### src/verilog/qsc_pkg.sv
// Package holding register map, field layout and reset values of the scheduler configuration bank
package qsc_pkg;

  // ==========================================================
  // Register offsets (byte addresses)
  localparam logic [7:0] OFF_HIT_STREAK = 8'h2c;
  localparam logic [7:0] OFF_CLASS_THR = 8'h30;
  localparam logic [7:0] OFF_ESCALATE = 8'h34;
  localparam logic [7:0] OFF_PRIO_LO = 8'h38;
  localparam logic [7:0] OFF_PRIO_HI = 8'h3c;
  localparam logic [7:0] OFF_TMO_LO = 8'h40;
  localparam logic [7:0] OFF_TMO_PRESC = 8'h48;

  // ==========================================================
  // Reset values
  localparam logic [31:0] RST_HIT_STREAK = 32'h08909fbf;
  localparam logic [31:0] RST_CLASS_THR = 32'h00000fc8;
  localparam logic [31:0] RST_ESCALATE = 32'h00080000;
  localparam logic [31:0] RST_PRIO_LO = 32'h76543210;
  localparam logic [31:0] RST_PRIO_HI = 32'hfedcba98;
  localparam logic [31:0] RST_TMO_LO = 32'h00000000;
  localparam logic [31:0] RST_TMO_PRESC = 32'h00000001;

  // ==========================================================
  // Writable bit masks, reserved bits read as zero
  localparam logic [31:0] MSK_HIT_STREAK = 32'hbfbfbfbf;
  localparam logic [31:0] MSK_CLASS_THR = 32'h00000fff;
  localparam logic [31:0] MSK_ESCALATE = 32'h000f0f03;
  localparam logic [31:0] MSK_FULL = 32'hffffffff;
  localparam logic [31:0] MSK_TMO_PRESC = 32'h00000003;

  // ==========================================================
  // Field positions
  localparam int unsigned CLASS_SLOT_W = 8;
  localparam int unsigned FAVOUR_BIT = 7;
  localparam int unsigned CAP_LSB = 0;
  localparam int unsigned CAP_W = 6;
  localparam int unsigned NIB_W = 4;
  localparam int unsigned THR_TOP_LSB = 8;
  localparam int unsigned THR_HIGH_LSB = 4;
  localparam int unsigned THR_MED_LSB = 0;
  localparam int unsigned BACKLOG_LSB = 16;
  localparam int unsigned ESC_CNT_LSB = 8;
  localparam int unsigned ESC_PRESC_LSB = 0;
  localparam int unsigned PRESC_W = 2;

  typedef enum logic [1:0] {
    QSC_LOW = 2'b00,
    QSC_MEDIUM = 2'b01,
    QSC_HIGH = 2'b10,
    QSC_TOP = 2'b11
  } qsc_class_t;

endpackage

### src/verilog/qsc_cfg_if.sv
// Interface carrying the applied configuration to the request classifier
`timescale 1ns/1ps
interface qsc_cfg_if;
  logic [31:0] hit_streak;
  logic [31:0] class_thr;
  logic [31:0] prio_lo;
  logic [31:0] prio_hi;
  logic [31:0] tmo_lo;
  modport src (output hit_streak, class_thr, prio_lo, prio_hi, tmo_lo);
  modport dst (input hit_streak, class_thr, prio_lo, prio_hi, tmo_lo);
endinterface

### src/verilog/qsc_classify.sv
// Classifier mapping a request service value onto class, priority and timeout
`timescale 1ns/1ps
module qsc_classify (
  input wire logic clk_i,
  input wire logic rst_i,
  qsc_cfg_if.dst cfg,
  input wire logic req_valid_i,
  input wire logic [3:0] request_service_value_i,
  output qsc_pkg::qsc_class_t req_class_o,
  output logic [3:0] per_value_queue_priority_o,
  output logic [3:0] per_value_promotion_timeout_o,
  output logic timeout_promote_en_o,
  output logic row_hit_favour_o,
  output logic [5:0] row_streak_cap_o,
  output logic row_streak_cap_en_o,
  output logic result_valid_o
);
  import qsc_pkg::*;

  // ==========================================================
  // Helpers
  function automatic logic [3:0] nib(input logic [31:0] w, input logic [2:0] idx);
    nib = w[{idx, 2'b00} +: NIB_W];
  endfunction

  function automatic qsc_class_t classify(input logic [31:0] thr, input logic [3:0] v);
    if (v >= thr[THR_TOP_LSB +: NIB_W]) begin
      classify = QSC_TOP;
    end else if (v >= thr[THR_HIGH_LSB +: NIB_W]) begin
      classify = QSC_HIGH;
    end else if (v >= thr[THR_MED_LSB +: NIB_W]) begin
      classify = QSC_MEDIUM;
    end else begin
      classify = QSC_LOW;
    end
  endfunction

  // ==========================================================
  // Lookup
  qsc_class_t class_reg, class_next;
  logic [3:0] prio_reg, prio_next, tmo_reg, tmo_next;
  logic tmo_en_reg, tmo_en_next, fav_reg, fav_next, cap_en_reg, cap_en_next, valid_reg, valid_next;
  logic [5:0] cap_reg, cap_next;
  logic [7:0] slot;

  always_comb begin
    class_next = classify(cfg.class_thr, request_service_value_i);
    slot = cfg.hit_streak[{class_next, 3'b000} +: CLASS_SLOT_W];
    fav_next = slot[FAVOUR_BIT];
    cap_next = slot[CAP_LSB +: CAP_W];
    cap_en_next = (cap_next != 6'h00);
    prio_next = request_service_value_i[3] ? nib(cfg.prio_hi, request_service_value_i[2:0])
                                           : nib(cfg.prio_lo, request_service_value_i[2:0]);
    tmo_next = request_service_value_i[3] ? 4'h0 : nib(cfg.tmo_lo, request_service_value_i[2:0]);
    tmo_en_next = (tmo_next != 4'h0);
    valid_next = req_valid_i;
  end

  always_ff @(posedge clk_i) begin
    if (rst_i) begin
      class_reg <= QSC_LOW;
      prio_reg <= 4'h0;
      tmo_reg <= 4'h0;
      tmo_en_reg <= 1'b0;
      fav_reg <= 1'b0;
      cap_reg <= 6'h00;
      cap_en_reg <= 1'b0;
      valid_reg <= 1'b0;
    end else begin
      class_reg <= class_next;
      prio_reg <= prio_next;
      tmo_reg <= tmo_next;
      tmo_en_reg <= tmo_en_next;
      fav_reg <= fav_next;
      cap_reg <= cap_next;
      cap_en_reg <= cap_en_next;
      valid_reg <= valid_next;
    end
  end

  assign req_class_o = class_reg;
  assign per_value_queue_priority_o = prio_reg;
  assign per_value_promotion_timeout_o = tmo_reg;
  assign timeout_promote_en_o = tmo_en_reg;
  assign row_hit_favour_o = fav_reg;
  assign row_streak_cap_o = cap_reg;
  assign row_streak_cap_en_o = cap_en_reg;
  assign result_valid_o = valid_reg;
endmodule

### src/verilog/qsc_top.sv
// Scheduler configuration bank with Wishbone slave, pending/applied copies and classifier
//
// The Wishbone slave port is this design's own decision.
`timescale 1ns/1ps
module qsc_top (
  input wire logic clk_i,
  input wire logic rst_i,
  input wire logic wb_cyc_i,
  input wire logic wb_stb_i,
  input wire logic wb_we_i,
  input wire logic [7:0] wb_adr_i,
  input wire logic [3:0] wb_sel_i,
  input wire logic [31:0] wb_dat_i,
  output logic [31:0] wb_dat_o,
  output logic wb_ack_o,
  input wire logic apply_i,
  input wire logic req_valid_i,
  input wire logic [3:0] request_service_value_i,
  output qsc_pkg::qsc_class_t req_class_o,
  output logic [3:0] per_value_queue_priority_o,
  output logic [3:0] per_value_promotion_timeout_o,
  output logic timeout_promote_en_o,
  output logic row_hit_favour_o,
  output logic [5:0] row_streak_cap_o,
  output logic row_streak_cap_en_o,
  output logic result_valid_o,
  output logic [3:0] backlog_limit_o,
  output logic backlog_suppress_en_o,
  output logic [3:0] escalation_count_o,
  output logic [1:0] escalation_presc_o,
  output logic escalation_en_o,
  output logic [1:0] timeout_presc_o,
  output logic apply_done_o
);
  import qsc_pkg::*;

  // ==========================================================
  // Helpers
  function automatic logic [31:0] merge(input logic [31:0] old, input logic [31:0] wd,
                                        input logic [3:0] sel, input logic [31:0] msk);
    logic [31:0] be;
    be = {{8{sel[3]}}, {8{sel[2]}}, {8{sel[1]}}, {8{sel[0]}}} & msk;
    merge = (old & ~be) | (wd & be);
  endfunction

  function automatic logic hit(input logic [7:0] adr, input logic [7:0] off);
    hit = (adr[7:2] == off[7:2]);
  endfunction

  // ==========================================================
  // Pending and applied copies
  logic [31:0] p_hit_reg, p_hit_next, p_thr_reg, p_thr_next, p_esc_reg, p_esc_next;
  logic [31:0] p_plo_reg, p_plo_next, p_phi_reg, p_phi_next, p_tmo_reg, p_tmo_next;
  logic [31:0] p_tps_reg, p_tps_next;
  logic [31:0] a_hit_reg, a_hit_next, a_thr_reg, a_thr_next, a_esc_reg, a_esc_next;
  logic [31:0] a_plo_reg, a_plo_next, a_phi_reg, a_phi_next, a_tmo_reg, a_tmo_next;
  logic [31:0] a_tps_reg, a_tps_next;
  logic ack_reg, ack_next, done_reg, done_next;
  logic [31:0] dat_reg, dat_next;
  logic wr_now;

  always_comb begin
    // Write lands at the edge where the master samples ack
    wr_now = wb_cyc_i && wb_stb_i && wb_we_i && ack_reg;
    p_hit_next = p_hit_reg;
    p_thr_next = p_thr_reg;
    p_esc_next = p_esc_reg;
    p_plo_next = p_plo_reg;
    p_phi_next = p_phi_reg;
    p_tmo_next = p_tmo_reg;
    p_tps_next = p_tps_reg;
    if (wr_now && hit(wb_adr_i, OFF_HIT_STREAK)) begin
      p_hit_next = merge(p_hit_reg, wb_dat_i, wb_sel_i, MSK_HIT_STREAK);
    end
    if (wr_now && hit(wb_adr_i, OFF_CLASS_THR)) begin
      p_thr_next = merge(p_thr_reg, wb_dat_i, wb_sel_i, MSK_CLASS_THR);
    end
    if (wr_now && hit(wb_adr_i, OFF_ESCALATE)) begin
      p_esc_next = merge(p_esc_reg, wb_dat_i, wb_sel_i, MSK_ESCALATE);
    end
    if (wr_now && hit(wb_adr_i, OFF_PRIO_LO)) begin
      p_plo_next = merge(p_plo_reg, wb_dat_i, wb_sel_i, MSK_FULL);
    end
    if (wr_now && hit(wb_adr_i, OFF_PRIO_HI)) begin
      p_phi_next = merge(p_phi_reg, wb_dat_i, wb_sel_i, MSK_FULL);
    end
    if (wr_now && hit(wb_adr_i, OFF_TMO_LO)) begin
      p_tmo_next = merge(p_tmo_reg, wb_dat_i, wb_sel_i, MSK_FULL);
    end
    if (wr_now && hit(wb_adr_i, OFF_TMO_PRESC)) begin
      p_tps_next = merge(p_tps_reg, wb_dat_i, wb_sel_i, MSK_TMO_PRESC);
    end
    // Applied copies follow pending ones only on the apply command
    a_hit_next = apply_i ? p_hit_reg : a_hit_reg;
    a_thr_next = apply_i ? p_thr_reg : a_thr_reg;
    a_esc_next = apply_i ? p_esc_reg : a_esc_reg;
    a_plo_next = apply_i ? p_plo_reg : a_plo_reg;
    a_phi_next = apply_i ? p_phi_reg : a_phi_reg;
    a_tmo_next = apply_i ? p_tmo_reg : a_tmo_reg;
    a_tps_next = apply_i ? p_tps_reg : a_tps_reg;
    done_next = apply_i;
    // Bus answer one cycle after the request, unmapped reads return zero
    ack_next = wb_cyc_i && wb_stb_i && !ack_reg;
    dat_next = 32'h00000000;
    if (ack_next && !wb_we_i) begin
      if (hit(wb_adr_i, OFF_HIT_STREAK)) begin
        dat_next = p_hit_reg;
      end else if (hit(wb_adr_i, OFF_CLASS_THR)) begin
        dat_next = p_thr_reg;
      end else if (hit(wb_adr_i, OFF_ESCALATE)) begin
        dat_next = p_esc_reg;
      end else if (hit(wb_adr_i, OFF_PRIO_LO)) begin
        dat_next = p_plo_reg;
      end else if (hit(wb_adr_i, OFF_PRIO_HI)) begin
        dat_next = p_phi_reg;
      end else if (hit(wb_adr_i, OFF_TMO_LO)) begin
        dat_next = p_tmo_reg;
      end else if (hit(wb_adr_i, OFF_TMO_PRESC)) begin
        dat_next = p_tps_reg;
      end
    end
  end

  always_ff @(posedge clk_i) begin
    if (rst_i) begin
      p_hit_reg <= RST_HIT_STREAK;
      p_thr_reg <= RST_CLASS_THR;
      p_esc_reg <= RST_ESCALATE;
      p_plo_reg <= RST_PRIO_LO;
      p_phi_reg <= RST_PRIO_HI;
      p_tmo_reg <= RST_TMO_LO;
      p_tps_reg <= RST_TMO_PRESC;
      a_hit_reg <= RST_HIT_STREAK;
      a_thr_reg <= RST_CLASS_THR;
      a_esc_reg <= RST_ESCALATE;
      a_plo_reg <= RST_PRIO_LO;
      a_phi_reg <= RST_PRIO_HI;
      a_tmo_reg <= RST_TMO_LO;
      a_tps_reg <= RST_TMO_PRESC;
      ack_reg <= 1'b0;
      dat_reg <= 32'h00000000;
      done_reg <= 1'b0;
    end else begin
      p_hit_reg <= p_hit_next;
      p_thr_reg <= p_thr_next;
      p_esc_reg <= p_esc_next;
      p_plo_reg <= p_plo_next;
      p_phi_reg <= p_phi_next;
      p_tmo_reg <= p_tmo_next;
      p_tps_reg <= p_tps_next;
      a_hit_reg <= a_hit_next;
      a_thr_reg <= a_thr_next;
      a_esc_reg <= a_esc_next;
      a_plo_reg <= a_plo_next;
      a_phi_reg <= a_phi_next;
      a_tmo_reg <= a_tmo_next;
      a_tps_reg <= a_tps_next;
      ack_reg <= ack_next;
      dat_reg <= dat_next;
      done_reg <= done_next;
    end
  end

  assign wb_ack_o = ack_reg;
  assign wb_dat_o = dat_reg;
  assign apply_done_o = done_reg;

  // ==========================================================
  // Scheduler-facing settings
  assign backlog_limit_o = a_esc_reg[BACKLOG_LSB +: NIB_W];
  assign backlog_suppress_en_o = (a_esc_reg[BACKLOG_LSB +: NIB_W] != 4'h0);
  assign escalation_count_o = a_esc_reg[ESC_CNT_LSB +: NIB_W];
  assign escalation_presc_o = a_esc_reg[ESC_PRESC_LSB +: PRESC_W];
  assign escalation_en_o = (a_esc_reg[ESC_CNT_LSB +: NIB_W] != 4'h0);
  assign timeout_presc_o = a_tps_reg[PRESC_W-1:0];

  // ==========================================================
  // Classifier
  qsc_cfg_if cfg_bus ();
  assign cfg_bus.hit_streak = a_hit_reg;
  assign cfg_bus.class_thr = a_thr_reg;
  assign cfg_bus.prio_lo = a_plo_reg;
  assign cfg_bus.prio_hi = a_phi_reg;
  assign cfg_bus.tmo_lo = a_tmo_reg;

  qsc_classify u_classify (
    .clk_i(clk_i),
    .rst_i(rst_i),
    .cfg(cfg_bus.dst),
    .req_valid_i(req_valid_i),
    .request_service_value_i(request_service_value_i),
    .req_class_o(req_class_o),
    .per_value_queue_priority_o(per_value_queue_priority_o),
    .per_value_promotion_timeout_o(per_value_promotion_timeout_o),
    .timeout_promote_en_o(timeout_promote_en_o),
    .row_hit_favour_o(row_hit_favour_o),
    .row_streak_cap_o(row_streak_cap_o),
    .row_streak_cap_en_o(row_streak_cap_en_o),
    .result_valid_o(result_valid_o)
  );
endmodule

### config.mk
export PLATFORM = sky130hd
export DESIGN_NAME = qsc_top
export DESIGN_NICKNAME = d
export VERILOG_FILES = /design/src/verilog/qsc_pkg.sv /design/src/verilog/qsc_cfg_if.sv /design/src/verilog/qsc_classify.sv /design/src/verilog/qsc_top.sv
export SDC_FILE = /design/constraint.sdc
export NUM_CORES = 1
export LEC_CHECK = 0
export BUFFER_PORTS_ARGS = -buffer_cell sky130_fd_sc_hd__buf_2
export CORE_MARGIN = 2
export CORE_UTILIZATION = 50
export DETAILED_ROUTE_END_ITERATION = 8
export GPL_TIMING_DRIVEN = 1
export HOLD_SLACK_MARGIN = 0.05
export PLACE_DENSITY = 0.78
export SETUP_SLACK_MARGIN = 0.3
export SLEW_MARGIN = 25
export SYNTH_ARGS = -nofsm -noshare
export SYNTH_HDL_FRONTEND = slang
export SYNTH_SLANG_ARGS = --single-unit
### constraint.sdc
create_clock -name clk_i -period 5.8 [get_ports clk_i]
set_input_delay 0.58 -clock clk_i [delete_from_list [all_inputs] [get_ports clk_i]]
set_output_delay 0.58 -clock clk_i [all_outputs]
set_load 0.005 [all_outputs]
Word-level counts from Yosys, hierarchy flattened
Cells that the tools add are included.
{"block": "totals", "out_inout_bits": 68, "register_bits": 440, "elab_cells": 95, "input_bits": 55}
{"block": "classes", "order_cmp": 3, "bitwise": 25, "n_eq_ne": 7, "n_mux": 12, "n_shift": 4, "n_reduce_logical": 19}
{"op": "$and A32 B32 Y32", "n": 9}
{"op": "$mux W32", "n": 7}
{"op": "$or A32 B32 Y32", "n": 7}
{"op": "$shiftx A32 B6 Y4", "n": 3}
{"op": "$not A32 Y32", "n": 2}
{"op": "$and A32 B12 Y32", "n": 1}
{"op": "$and A32 B2 Y32", "n": 1}
{"op": "$and A32 B20 Y32", "n": 1}
{"op": "$not A12 Y32", "n": 1}
{"op": "$not A2 Y32", "n": 1}
{"op": "$not A20 Y32", "n": 1}
{"op": "$shiftx A32 B6 Y8", "n": 1}
{"op": "$eq A6 B4 Y1 const B", "n": 5}
{"op": "$eq A6 B5 Y1 const B", "n": 2}
{"op": "$ge A4 B4 Y1", "n": 3}
{"op": "$logic_and A1 B1 Y1", "n": 12}
{"op": "$reduce_bool A4 Y1", "n": 3}
{"op": "$mux W4", "n": 2}
{"op": "$reduce_bool A6 Y1", "n": 1}
{"op": "$mux W2", "n": 2}
{"op": "$logic_not A1 Y1", "n": 2}
{"op": "$reduce_or A2 Y1", "n": 1}
{"op": "$mux W1", "n": 1}
{"op": "$not A1 Y1", "n": 1}

Logic depth before layout (Yosys ltp)
Gate-level depths: netlist of the first run.
{"block": "depth", "word_depth": 8, "mapped_depth": 12, "ltp_nobuf": 8}

Hierarchy
A second synthesis of the first run with hierarchy kept.
{"block": "hier_totals", "cells_unflattened": 1472, "hier_area_um2": 14533.9}
{"module": "qsc_top", "area_each_um2": 12655.9, "instances": 1, "seq_area_each_um2": 6606.3, "cells_each": 1300}
{"module": "qsc_classify", "area_each_um2": 1878.1, "instances": 1, "seq_area_each_um2": 400.4, "cells_each": 172}

Worst setup path before layout of the first run
No wires, ideal clock.
{"block": "synth_path", "path_type": "input port to flip-flop", "from": "input port request_service_value_i[0]", "to": "register u_classify.cap_en_reg (netlist: u_classify.row_streak_cap_en_o)", "n_path_buf": 2, "arrival_time_ps": 2975, "setup_time_ps": 137, "path_slack_ps": 2688, "required_time_ps": 5663, "stages": 10, "path_cell_list": "buf_2 > buf_2 > inv_1 > ha_1 > nand2b_4 > a2111o_1 > a211o_1 > a31o_1 > a2111oi_2 > a31oi_1"}
{"block": "synth_between", "elab_chain_cells": 6, "elab_cells_between_ends": 8, "classes_between": "3 x order compare; 1 x shift; 3 x mux; 1 x reduce/logical"}
{"element": "start: declaration", "line_no": "qsc_top.sv:18", "text": "input wire logic [3:0] request_service_value_i,"}
{"element": "$ge A4 B4 Y1", "line_no": "qsc_classify.sv:31", "text": "end else if (v >= thr[THR_MED_LSB +: NIB_W]) begin"}
{"element": "$mux W1", "line_no": "qsc_classify.sv:31"}
{"element": "$mux W2", "line_no": "qsc_classify.sv:29", "text": "end else if (v >= thr[THR_HIGH_LSB +: NIB_W]) begin"}
{"element": "$mux W2 (*)", "line_no": "qsc_classify.sv:27", "text": "if (v >= thr[THR_TOP_LSB +: NIB_W]) begin"}
{"element": "$shiftx A32 B6 Y8 (*)", "line_no": "qsc_classify.sv:48", "text": "slot = cfg.hit_streak[{class_next, 3'b000} +: CLASS_SLOT_W];"}
{"element": "$reduce_bool A6 Y1 (*)", "line_no": "qsc_classify.sv:51", "text": "cap_en_next = (cap_next != 6'h00);"}
{"element": "end signal: assignment", "line_no": "qsc_classify.sv:76", "text": "cap_en_reg <= cap_en_next;"}
{"element": "end: declaration", "line_no": "qsc_classify.sv:42", "text": "logic tmo_en_reg, tmo_en_next, fav_reg, fav_next, cap_en_reg, cap_en_next, valid_reg, valid_next;"}
Mark *: on every way between the ends. The rest lies on a longest branch, timed or not.
A chain may end at the register's enable or synchronous reset.

Worst setup path after layout of the first run
Ends and elaborated chain as after synthesis.

==> results of run 1 <==
[final cells by class]
| class | instances | share of cell area |
|---|---|---|
| Clock inverter | 7 | 0.005474 |
| Sequential cell | 350 | 0.4379 |
| Tap cell | 378 | 0.02956 |
| Inverter | 15 | 0.003597 |
| Timing Repair Buffer | 132 | 0.04434 |
| Multi-Input combinational cell | 979 | 0.4125 |
| Antenna cell | 1 | 0.0001564 |
| Clock buffer | 52 | 0.06640 |
[metal layers]
layer,part of all wire,vias to the layer above,track usage
met5,0.00055,-,0
met4,0.044,4,0.1113
met3,0.082,112,0.04487
met2,0.46,531,0.4194
met1,0.41,5332,0.3412
li1,-,5129,-
[metrics by stage]
step / total power, mW / utilization / cell area [um2]
after floorplan: 2.646 / - / 14000
after global placement: 2.736 / 0.5357 / 14840
after detailed placement: 2.739 / 0.5357 / 14840
after CTS: 4.961 / 0.5772 / 15990
after global routing: 5.076 / 0.5775 / 16000
final: 4.947 / 0.5775 / 16000
[worst max-delay path by stage]
| stage | endpoint | cells past startpoint | from | slack, ns |
|---|---|---|---|---|
| after floorplan | u_classify.row_streak_cap_en_o$_SDFF_PP0_ | 10 | request_service_value_i[0] | 2.69 |
| after global placement | u_classify.row_streak_cap_en_o$_SDFF_PP0_ | 10 | request_service_value_i[0] | 2.25 |
| after detailed placement | u_classify.row_streak_cap_en_o$_SDFF_PP0_ | 10 | request_service_value_i[0] | 2.20 |
| after CTS | u_classify.row_streak_cap_en_o$_SDFF_PP0_ | 10 | request_service_value_i[0] | 2.71 |
| after global routing | u_classify.row_streak_cap_en_o$_SDFF_PP0_ | 10 | request_service_value_i[0] | 2.48 |
| final | u_classify.row_streak_cap_en_o$_SDFF_PP0_ | 10 | request_service_value_i[0] | 2.70 |
[power groups by stage]
stage / Clock (mW) / Combinational, mW / Sequential (mW)
floorplan: 0 / 0.170 / 2.48
global placement: 0 / 0.262 / 2.47
detailed placement: 0 / 0.265 / 2.47
CTS: 2.27 / 0.267 / 2.42
global route: 2.37 / 0.288 / 2.42
finish: 2.26 / 0.271 / 2.42
[synth_stat cells, types with 2 or more instances]
master and number:
o21ai_0 4, or2_2 2, a22oi_1 10, a211o_1 4, buf_2 9, or4_1 2, mux2i_1 257, a211oi_1 6
o22ai_1 3, buf_1 17, o21ai_1 2, nor2_1 202, o21a_1 2, mux4_2 28, nor3_1 10, dfxtp_1 350
inv_1 15, nor3_2 3, nand3_1 37, ha_1 12, a311oi_1 2, nor2b_1 3, and3_1 4, a222oi_1 7
o211ai_1 10, nor3_4 2, a41o_1 2, a221oi_1 21, nand2_1 241, nor2_2 5, and2_1 8, a21oi_1 69
nand2b_1 7, clkbuf_1 60
[cells by family (layout without fill, tap and decap cells)]
logic type	Yosys count	after routing	synth area share
fa+ha+maj	12	12	0.01073
mux	286	286	0.2296
buf+inv	102	206	0.02842
flops	350	350	0.5005
compound gates	149	149	0.07276
other cells	0	1	0
simple gates	532	532	0.1579
==> impl_metrics.env, run 1 <==
export IMPL_status="complete, no violations"
export IMPL_switching_power_mw=1.083
export IMPL_worstPathCellList="buf_2 > buf_4 > inv_1 > ha_1 > nand2b_1 > a2111oi_4 > or2_1 > a311oi_1 > a2111oi_2 > a31oi_1"
export IMPL_dp_cells=1854
export IMPL_fill_cells=2302
export IMPL_num_io_pins=123
export IMPL_synth_fp_nets=1498
export IMPL_ctsHoldBuffers=0
export IMPL_fin_setup_tns_ns=0
export IMPL_rows=61
export IMPL_avgViaCountPerCell=5.804
export IMPL_design_die_area_mm2=0.02935
export IMPL_critPathLaunchType="input port"
export IMPL_setup_viol=0
export IMPL_critical_path_endpoint_type="flop"
export IMPL_fp_dieW_um=171.3
export IMPL_fin_crit_sh=0.5349
export IMPL_worst_pin_slew_ns=1.110
export IMPL_grt_antenna_before_repair=3
export IMPL_crit_fanout=25
export IMPL_syn2layout_area_growth_pct=14.29
export IMPL_timing_slew_headroom=0.2543
export IMPL_hold_start="req_valid_i"
export IMPL_path_clk_slew_ns=0.06
export IMPL_power_frac_comb=0.055
export IMPL_grt_pass1_wl_mm=58.99
export IMPL_grt_use_total=0.2587
export IMPL_hold_class="in -> reg"
export IMPL_dr_total_vias=11110
export IMPL_cts_tree="built"
export IMPL_ys_seq_area_frac=0.5005
export IMPL_slew_violations=0
export IMPL_drc=0
export IMPL_post_place_ws_ns=2.196
export IMPL_drive_above_1_share=0.1498
export IMPL_dr_pass1_iters=6
export IMPL_syn_inst=1431
export IMPL_grt_setup_unrepaired="false"
export IMPL_vdd_drop_max_mv=0.2248
export IMPL_clkLatencyLatePin_ns=0.51
export IMPL_syn_area_per_cell_um2=9.782
export IMPL_post_cts_buffers=0
export IMPL_fin_skew_ns=0.01646
export IMPL_wirelength_mm=38.29
export IMPL_core_mm2=0.02771
export IMPL_grt_overflow=0
export IMPL_synth_top_cell_area_share=0.5005
export IMPL_yosys_warnings=0
export IMPL_ys_seq_elements=350
export IMPL_synthTopCellsByArea="dfxtp_1, mux2i_1, nand2_1"
export IMPL_critical_path_buf_inv_count=3
export IMPL_whs_path_depth=2
export IMPL_worst_r2r_path_depth=7
export IMPL_ff_latch_area_mm2=0.007007
export IMPL_fmax_mhz=322.3
export IMPL_hold_viol=0
export IMPL_synth_distinct_cells=49
export IMPL_path_class="in -> reg"
export IMPL_cts_buffer_depth=3
export IMPL_finish_net_count=1580
export IMPL_synth_edf_count=0
export IMPL_stdcell_count=1914
export IMPL_cp_arrival_ns=3.45
export IMPL_start_util=0.5053
export IMPL_swShare=0.2189
export IMPL_reg2reg_from="a_thr_reg[4]$_SDFFE_PP0P_"
export IMPL_ff2ff_setup_slack_ns=3.31
export IMPL_drt_iter0_markers=1162
export IMPL_syn_area_mm2=0.01400
export IMPL_port_buffers=120
export IMPL_p_seq_frac=0.489
export IMPL_min_to="u_classify.result_valid_o$_SDFF_PP0_"
export IMPL_dp_hpwl_mm=26.03
export IMPL_die_h_um=171.3
export IMPL_antenna_left=0
export IMPL_worst_path_dominant_cell_family="compound AO/OA/AOI/OAI gates"
export IMPL_leakage_nw=6.657
export IMPL_clock_root_buffer="clkbuf_16"
export IMPL_yosysTopAreaCell="dfxtp_1"
export IMPL_power_density_mw_per_mm2=309.2
export IMPL_min_period_ns=3.103
export IMPL_cts_buffers=35
export IMPL_pwr_share_clk=0.456
export IMPL_slowest_delay_ns=0.47
export IMPL_p_int_mw=3.864
export IMPL_timing_critical_path_required_ns=6.15
export IMPL_grt_max_degree=106
export IMPL_crit_path_top_delay_cell="buf_4"
export IMPL_maxCapViolCount=0
export IMPL_synthArstFlopShare=0
export IMPL_cts_resized=0
export IMPL_final_cell_mix="dfxtp_1, mux2i_1, nand2_1, nor2_1, buf_2"
export IMPL_grt_pass1_vias=10570
export IMPL_place_congestion=0.8886
export IMPL_multi_input_area_mm2=0.006600
export IMPL_synth_ff_type="dfxtp_1"
export IMPL_h_tree_depth=2
export IMPL_layout_commonest_cell="dfxtp_1"
export IMPL_wire_per_inst_um=20.00
export IMPL_r2r_end="u_classify.row_streak_cap_en_o$_SDFF_PP0_"
export IMPL_cts_sinks=350
export IMPL_whs_ns=0.2829
export IMPL_setup_ws_ns=2.697
Power figures use the tool's default switching activity.
==> inputs of run 2 (changes only) <==
--- a/config.mk
+++ b/config.mk
@@ -5,6 +5,7 @@
 export SDC_FILE = /design/constraint.sdc
 export NUM_CORES = 1
 export LEC_CHECK = 0
+export ABC_AREA = 1
 export BUFFER_PORTS_ARGS = -buffer_cell sky130_fd_sc_hd__buf_2
 export CORE_MARGIN = 2
 export CORE_UTILIZATION = 50
==> constraint.sdc (replaced) <==
create_clock -name clk_i -period 2.9 [get_ports clk_i]
set_input_delay 0.29 -clock clk_i [delete_from_list [all_inputs] [get_ports clk_i]]
set_output_delay 0.29 -clock clk_i [all_outputs]
set_load 0.005 [all_outputs]
==> run 2 against run 1 <==
Effect of this change:
- clock skew is 0.013 ns higher
- first-iteration DRC count increased by 44%
- sequential share of layout area shrank 0.36 points
- synthesized cell count grew 26%
- combinational power grew to 3.1 times the previous value
- routed wire length up 12%
- largest power group is now clock
- setup slack got worse by 2.0 ns
- global-route usage grew 3.4 points
==> impl_metrics.env, run 2 <==
export IMPL_post_cts_buffers=0
export IMPL_critPathLaunchType="flop"
export IMPL_fin_crit_sh=0.7757
export IMPL_synth_ff_type="dfxtp_1"
export IMPL_leakage_nw=7.025
export IMPL_antenna_left=0
export IMPL_wirelength_mm=42.82
export IMPL_cts_resized=0
export IMPL_dr_pass1_iters=5
export IMPL_cts_buffer_depth=3
export IMPL_ys_seq_area_frac=0.5087
export IMPL_fmax_mhz=444.5
export IMPL_grt_use_total=0.2926
export IMPL_synth_fp_nets=1863
export IMPL_setup_viol=0
export IMPL_route_met2_wl_mm=18.57
export IMPL_layout_commonest_cell="dfxtp_1"
export IMPL_grt_pass1_wl_mm=66.26
export IMPL_synth_commonest_cells="dfxtp_1, o21ai_0, nand2_1"
export IMPL_status="complete, no violations"
export IMPL_num_io_pins=123
export IMPL_synthTopCellsByArea="dfxtp_1, o21ai_0, a21oi_1"
export IMPL_place_congestion=0.9448
export IMPL_synth_most_common_cell="dfxtp_1"
export IMPL_die_h_um=170.0
export IMPL_place_area_mm2=0.01464
export IMPL_path_class="reg -> reg"
export IMPL_synthArstFlopShare=0
export IMPL_cp_arrival_ns=2.71
export IMPL_synth_distinct_cells=34
export IMPL_syn2layout_area_growth_pct=17.10
export IMPL_avgViaCountPerCell=5.853
export IMPL_critical_path_endpoint_type="flop"
export IMPL_setup_ws_ns=0.6505
export IMPL_wire_per_inst_um=18.94
export IMPL_whs_path_depth=3
export IMPL_whs_ns=0.06488
export IMPL_hold_class="in -> reg"
export IMPL_vdd_drop_max_mv=0.3603
export IMPL_core_mm2=0.02703
export IMPL_fp_dieW_um=170.0
export IMPL_port_buffers=120
export IMPL_syn_area_mm2=0.01377
export IMPL_synth_edf_count=0
export IMPL_grt_setup_unrepaired="false"
export IMPL_worst_pin_slew_ns=0.9737
export IMPL_fin_area_mm2=0.01613
export IMPL_design_die_area_mm2=0.02889
export IMPL_yosys_warnings=0
export IMPL_crit_fanout=9
export IMPL_grt_max_degree=216
export IMPL_dp_hpwl_mm=27.70
export IMPL_dr_total_vias=13230
export IMPL_clkLatencyLatePin_ns=0.53
export IMPL_min_period_ns=2.250
export IMPL_timing_slew_headroom=0.3509
export IMPL_fin_setup_tns_ns=0
export IMPL_ys_seq_elements=350
export IMPL_drt_iter0_markers=1672
export IMPL_ctsHoldBuffers=16
export IMPL_slew_violations=0
export IMPL_yosysTopAreaCell="dfxtp_1"
export IMPL_maxCapViolCount=0
export IMPL_timing_critical_path_required_ns=3.36
export IMPL_hold_viol=0
export IMPL_h_tree_depth=2
export IMPL_dr_wl_met3_mm=4.874
export IMPL_drt_met1_wl_mm=17.32
export IMPL_synth_top_cell_area_share=0.5087
export IMPL_dp_cells=2176
export IMPL_drive_above_1_share=0.1228
export IMPL_stdcell_count=2260
export IMPL_start_util=0.5097
export IMPL_clock_root_buffer="clkbuf_16"
export IMPL_top_layer="met4"
export IMPL_grt_pass1_vias=12370
export IMPL_drc=0
export IMPL_grt_antenna_before_repair=4
export IMPL_cts_sinks=350
export IMPL_cts_buffers=36
export IMPL_cts_tree="built"
export IMPL_worst_r2r_path_depth=8
export IMPL_fin_skew_ns=0.02985
export IMPL_syn_area_per_cell_um2=7.670
export IMPL_path_clk_slew_ns=0.06
export IMPL_power_density_mw_per_mm2=674.9
export IMPL_final_cell_mix="dfxtp_1, o21ai_0, nand2_1, a21oi_1, inv_1"
export IMPL_grt_overflow=0
export IMPL_finish_net_count=1956
export IMPL_post_place_ws_ns=0.4503
export IMPL_syn_inst=1796
export IMPL_rows=60
-- run 2: changes by cell type in the layout (fill, tap and decap cells not counted), moves of 16 or more --
cell           change
a21oi_1          +174
dlygate4sd3_1     +16
inv_1            +154
mux2i_1          -257
mux4_2            -28
nand2_1           +44
nand3_1           +55
nor2_1            -85
o211ai_1          +28
o21ai_0          +294
-- run 2: logic make-up (layout without fill, tap and decap cells) --
group,count (synthesis),in the layout,share of synthesized area
AO/OA/AOI/OAI,617,617,0.2391
AND/OR/NAND/NOR,527,527,0.1610
flip-flops,350,350,0.5087
buffers and inverters,290,408,0.08030
adder cells (fa/ha/maj),12,12,0.01090
other,0,5,0
-- run 2: layer usage --
layer | GRT usage | up-vias
met5 | 0 | -
met4 | 0.1457 | 0
met3 | 0.06535 | 139
met2 | 0.4451 | 801
met1 | 0.3930 | 6061
li1 | - | 6227
-- run 2: critical path, cell delays in order (launching register included) --
cell and delay (ns):
dfxtp_1 0.34, inv_1 0.06, nor3_2 0.31, inv_1 0.21, nor2_1 0.28, nand2_1 0.36, inv_1 0.40, nand2_1 0.14
nand3_1 0.10
-- run 2: through the flow --
stage / total power, mW / utilization
6_report: 10.89 / 0.5969
5_1_grt: 11.22 / 0.5968
4_1_cts: 10.89 / 0.5964
3_5_place_dp: 5.884 / 0.5418
3_3_place_gp: 5.865 / 0.5418
2_1_floorplan: 5.578 / -
-- run 2: layout make-up --
class,count,area [um2]
clock buffer,51,1090
multi-input combinational,1156,5662
inverter,181,684.4
clock inverter,12,225.2
antenna,5,12.51
sequential,350,7007
fill,2332,10900
timing repair buffer,164,1023
tap,341,426.7
-- run 2: final timing paths --
path | start | endpoint | slack, ns
max reg2reg | wb_ack_o$_SDFF_PP0_ | flop | 0.65
min reg2reg | a_plo_reg[18]$_SDFFE_PP1P_ | a_plo_reg[18]$_SDFFE_PP1P_ | 0.45
min | wb_dat_i[12] | flop | 0.06
max | wb_ack_o$_SDFF_PP0_ | flop | 0.65
-- run 2: report_power, final --
part           internal [mW]  total (mW)  leakage (nW)  switching [mW]
registers               4.94        4.99          2.86          0.0502
clock network           3.15        5.06         0.649            1.91
logic                  0.269       0.828          3.52           0.559
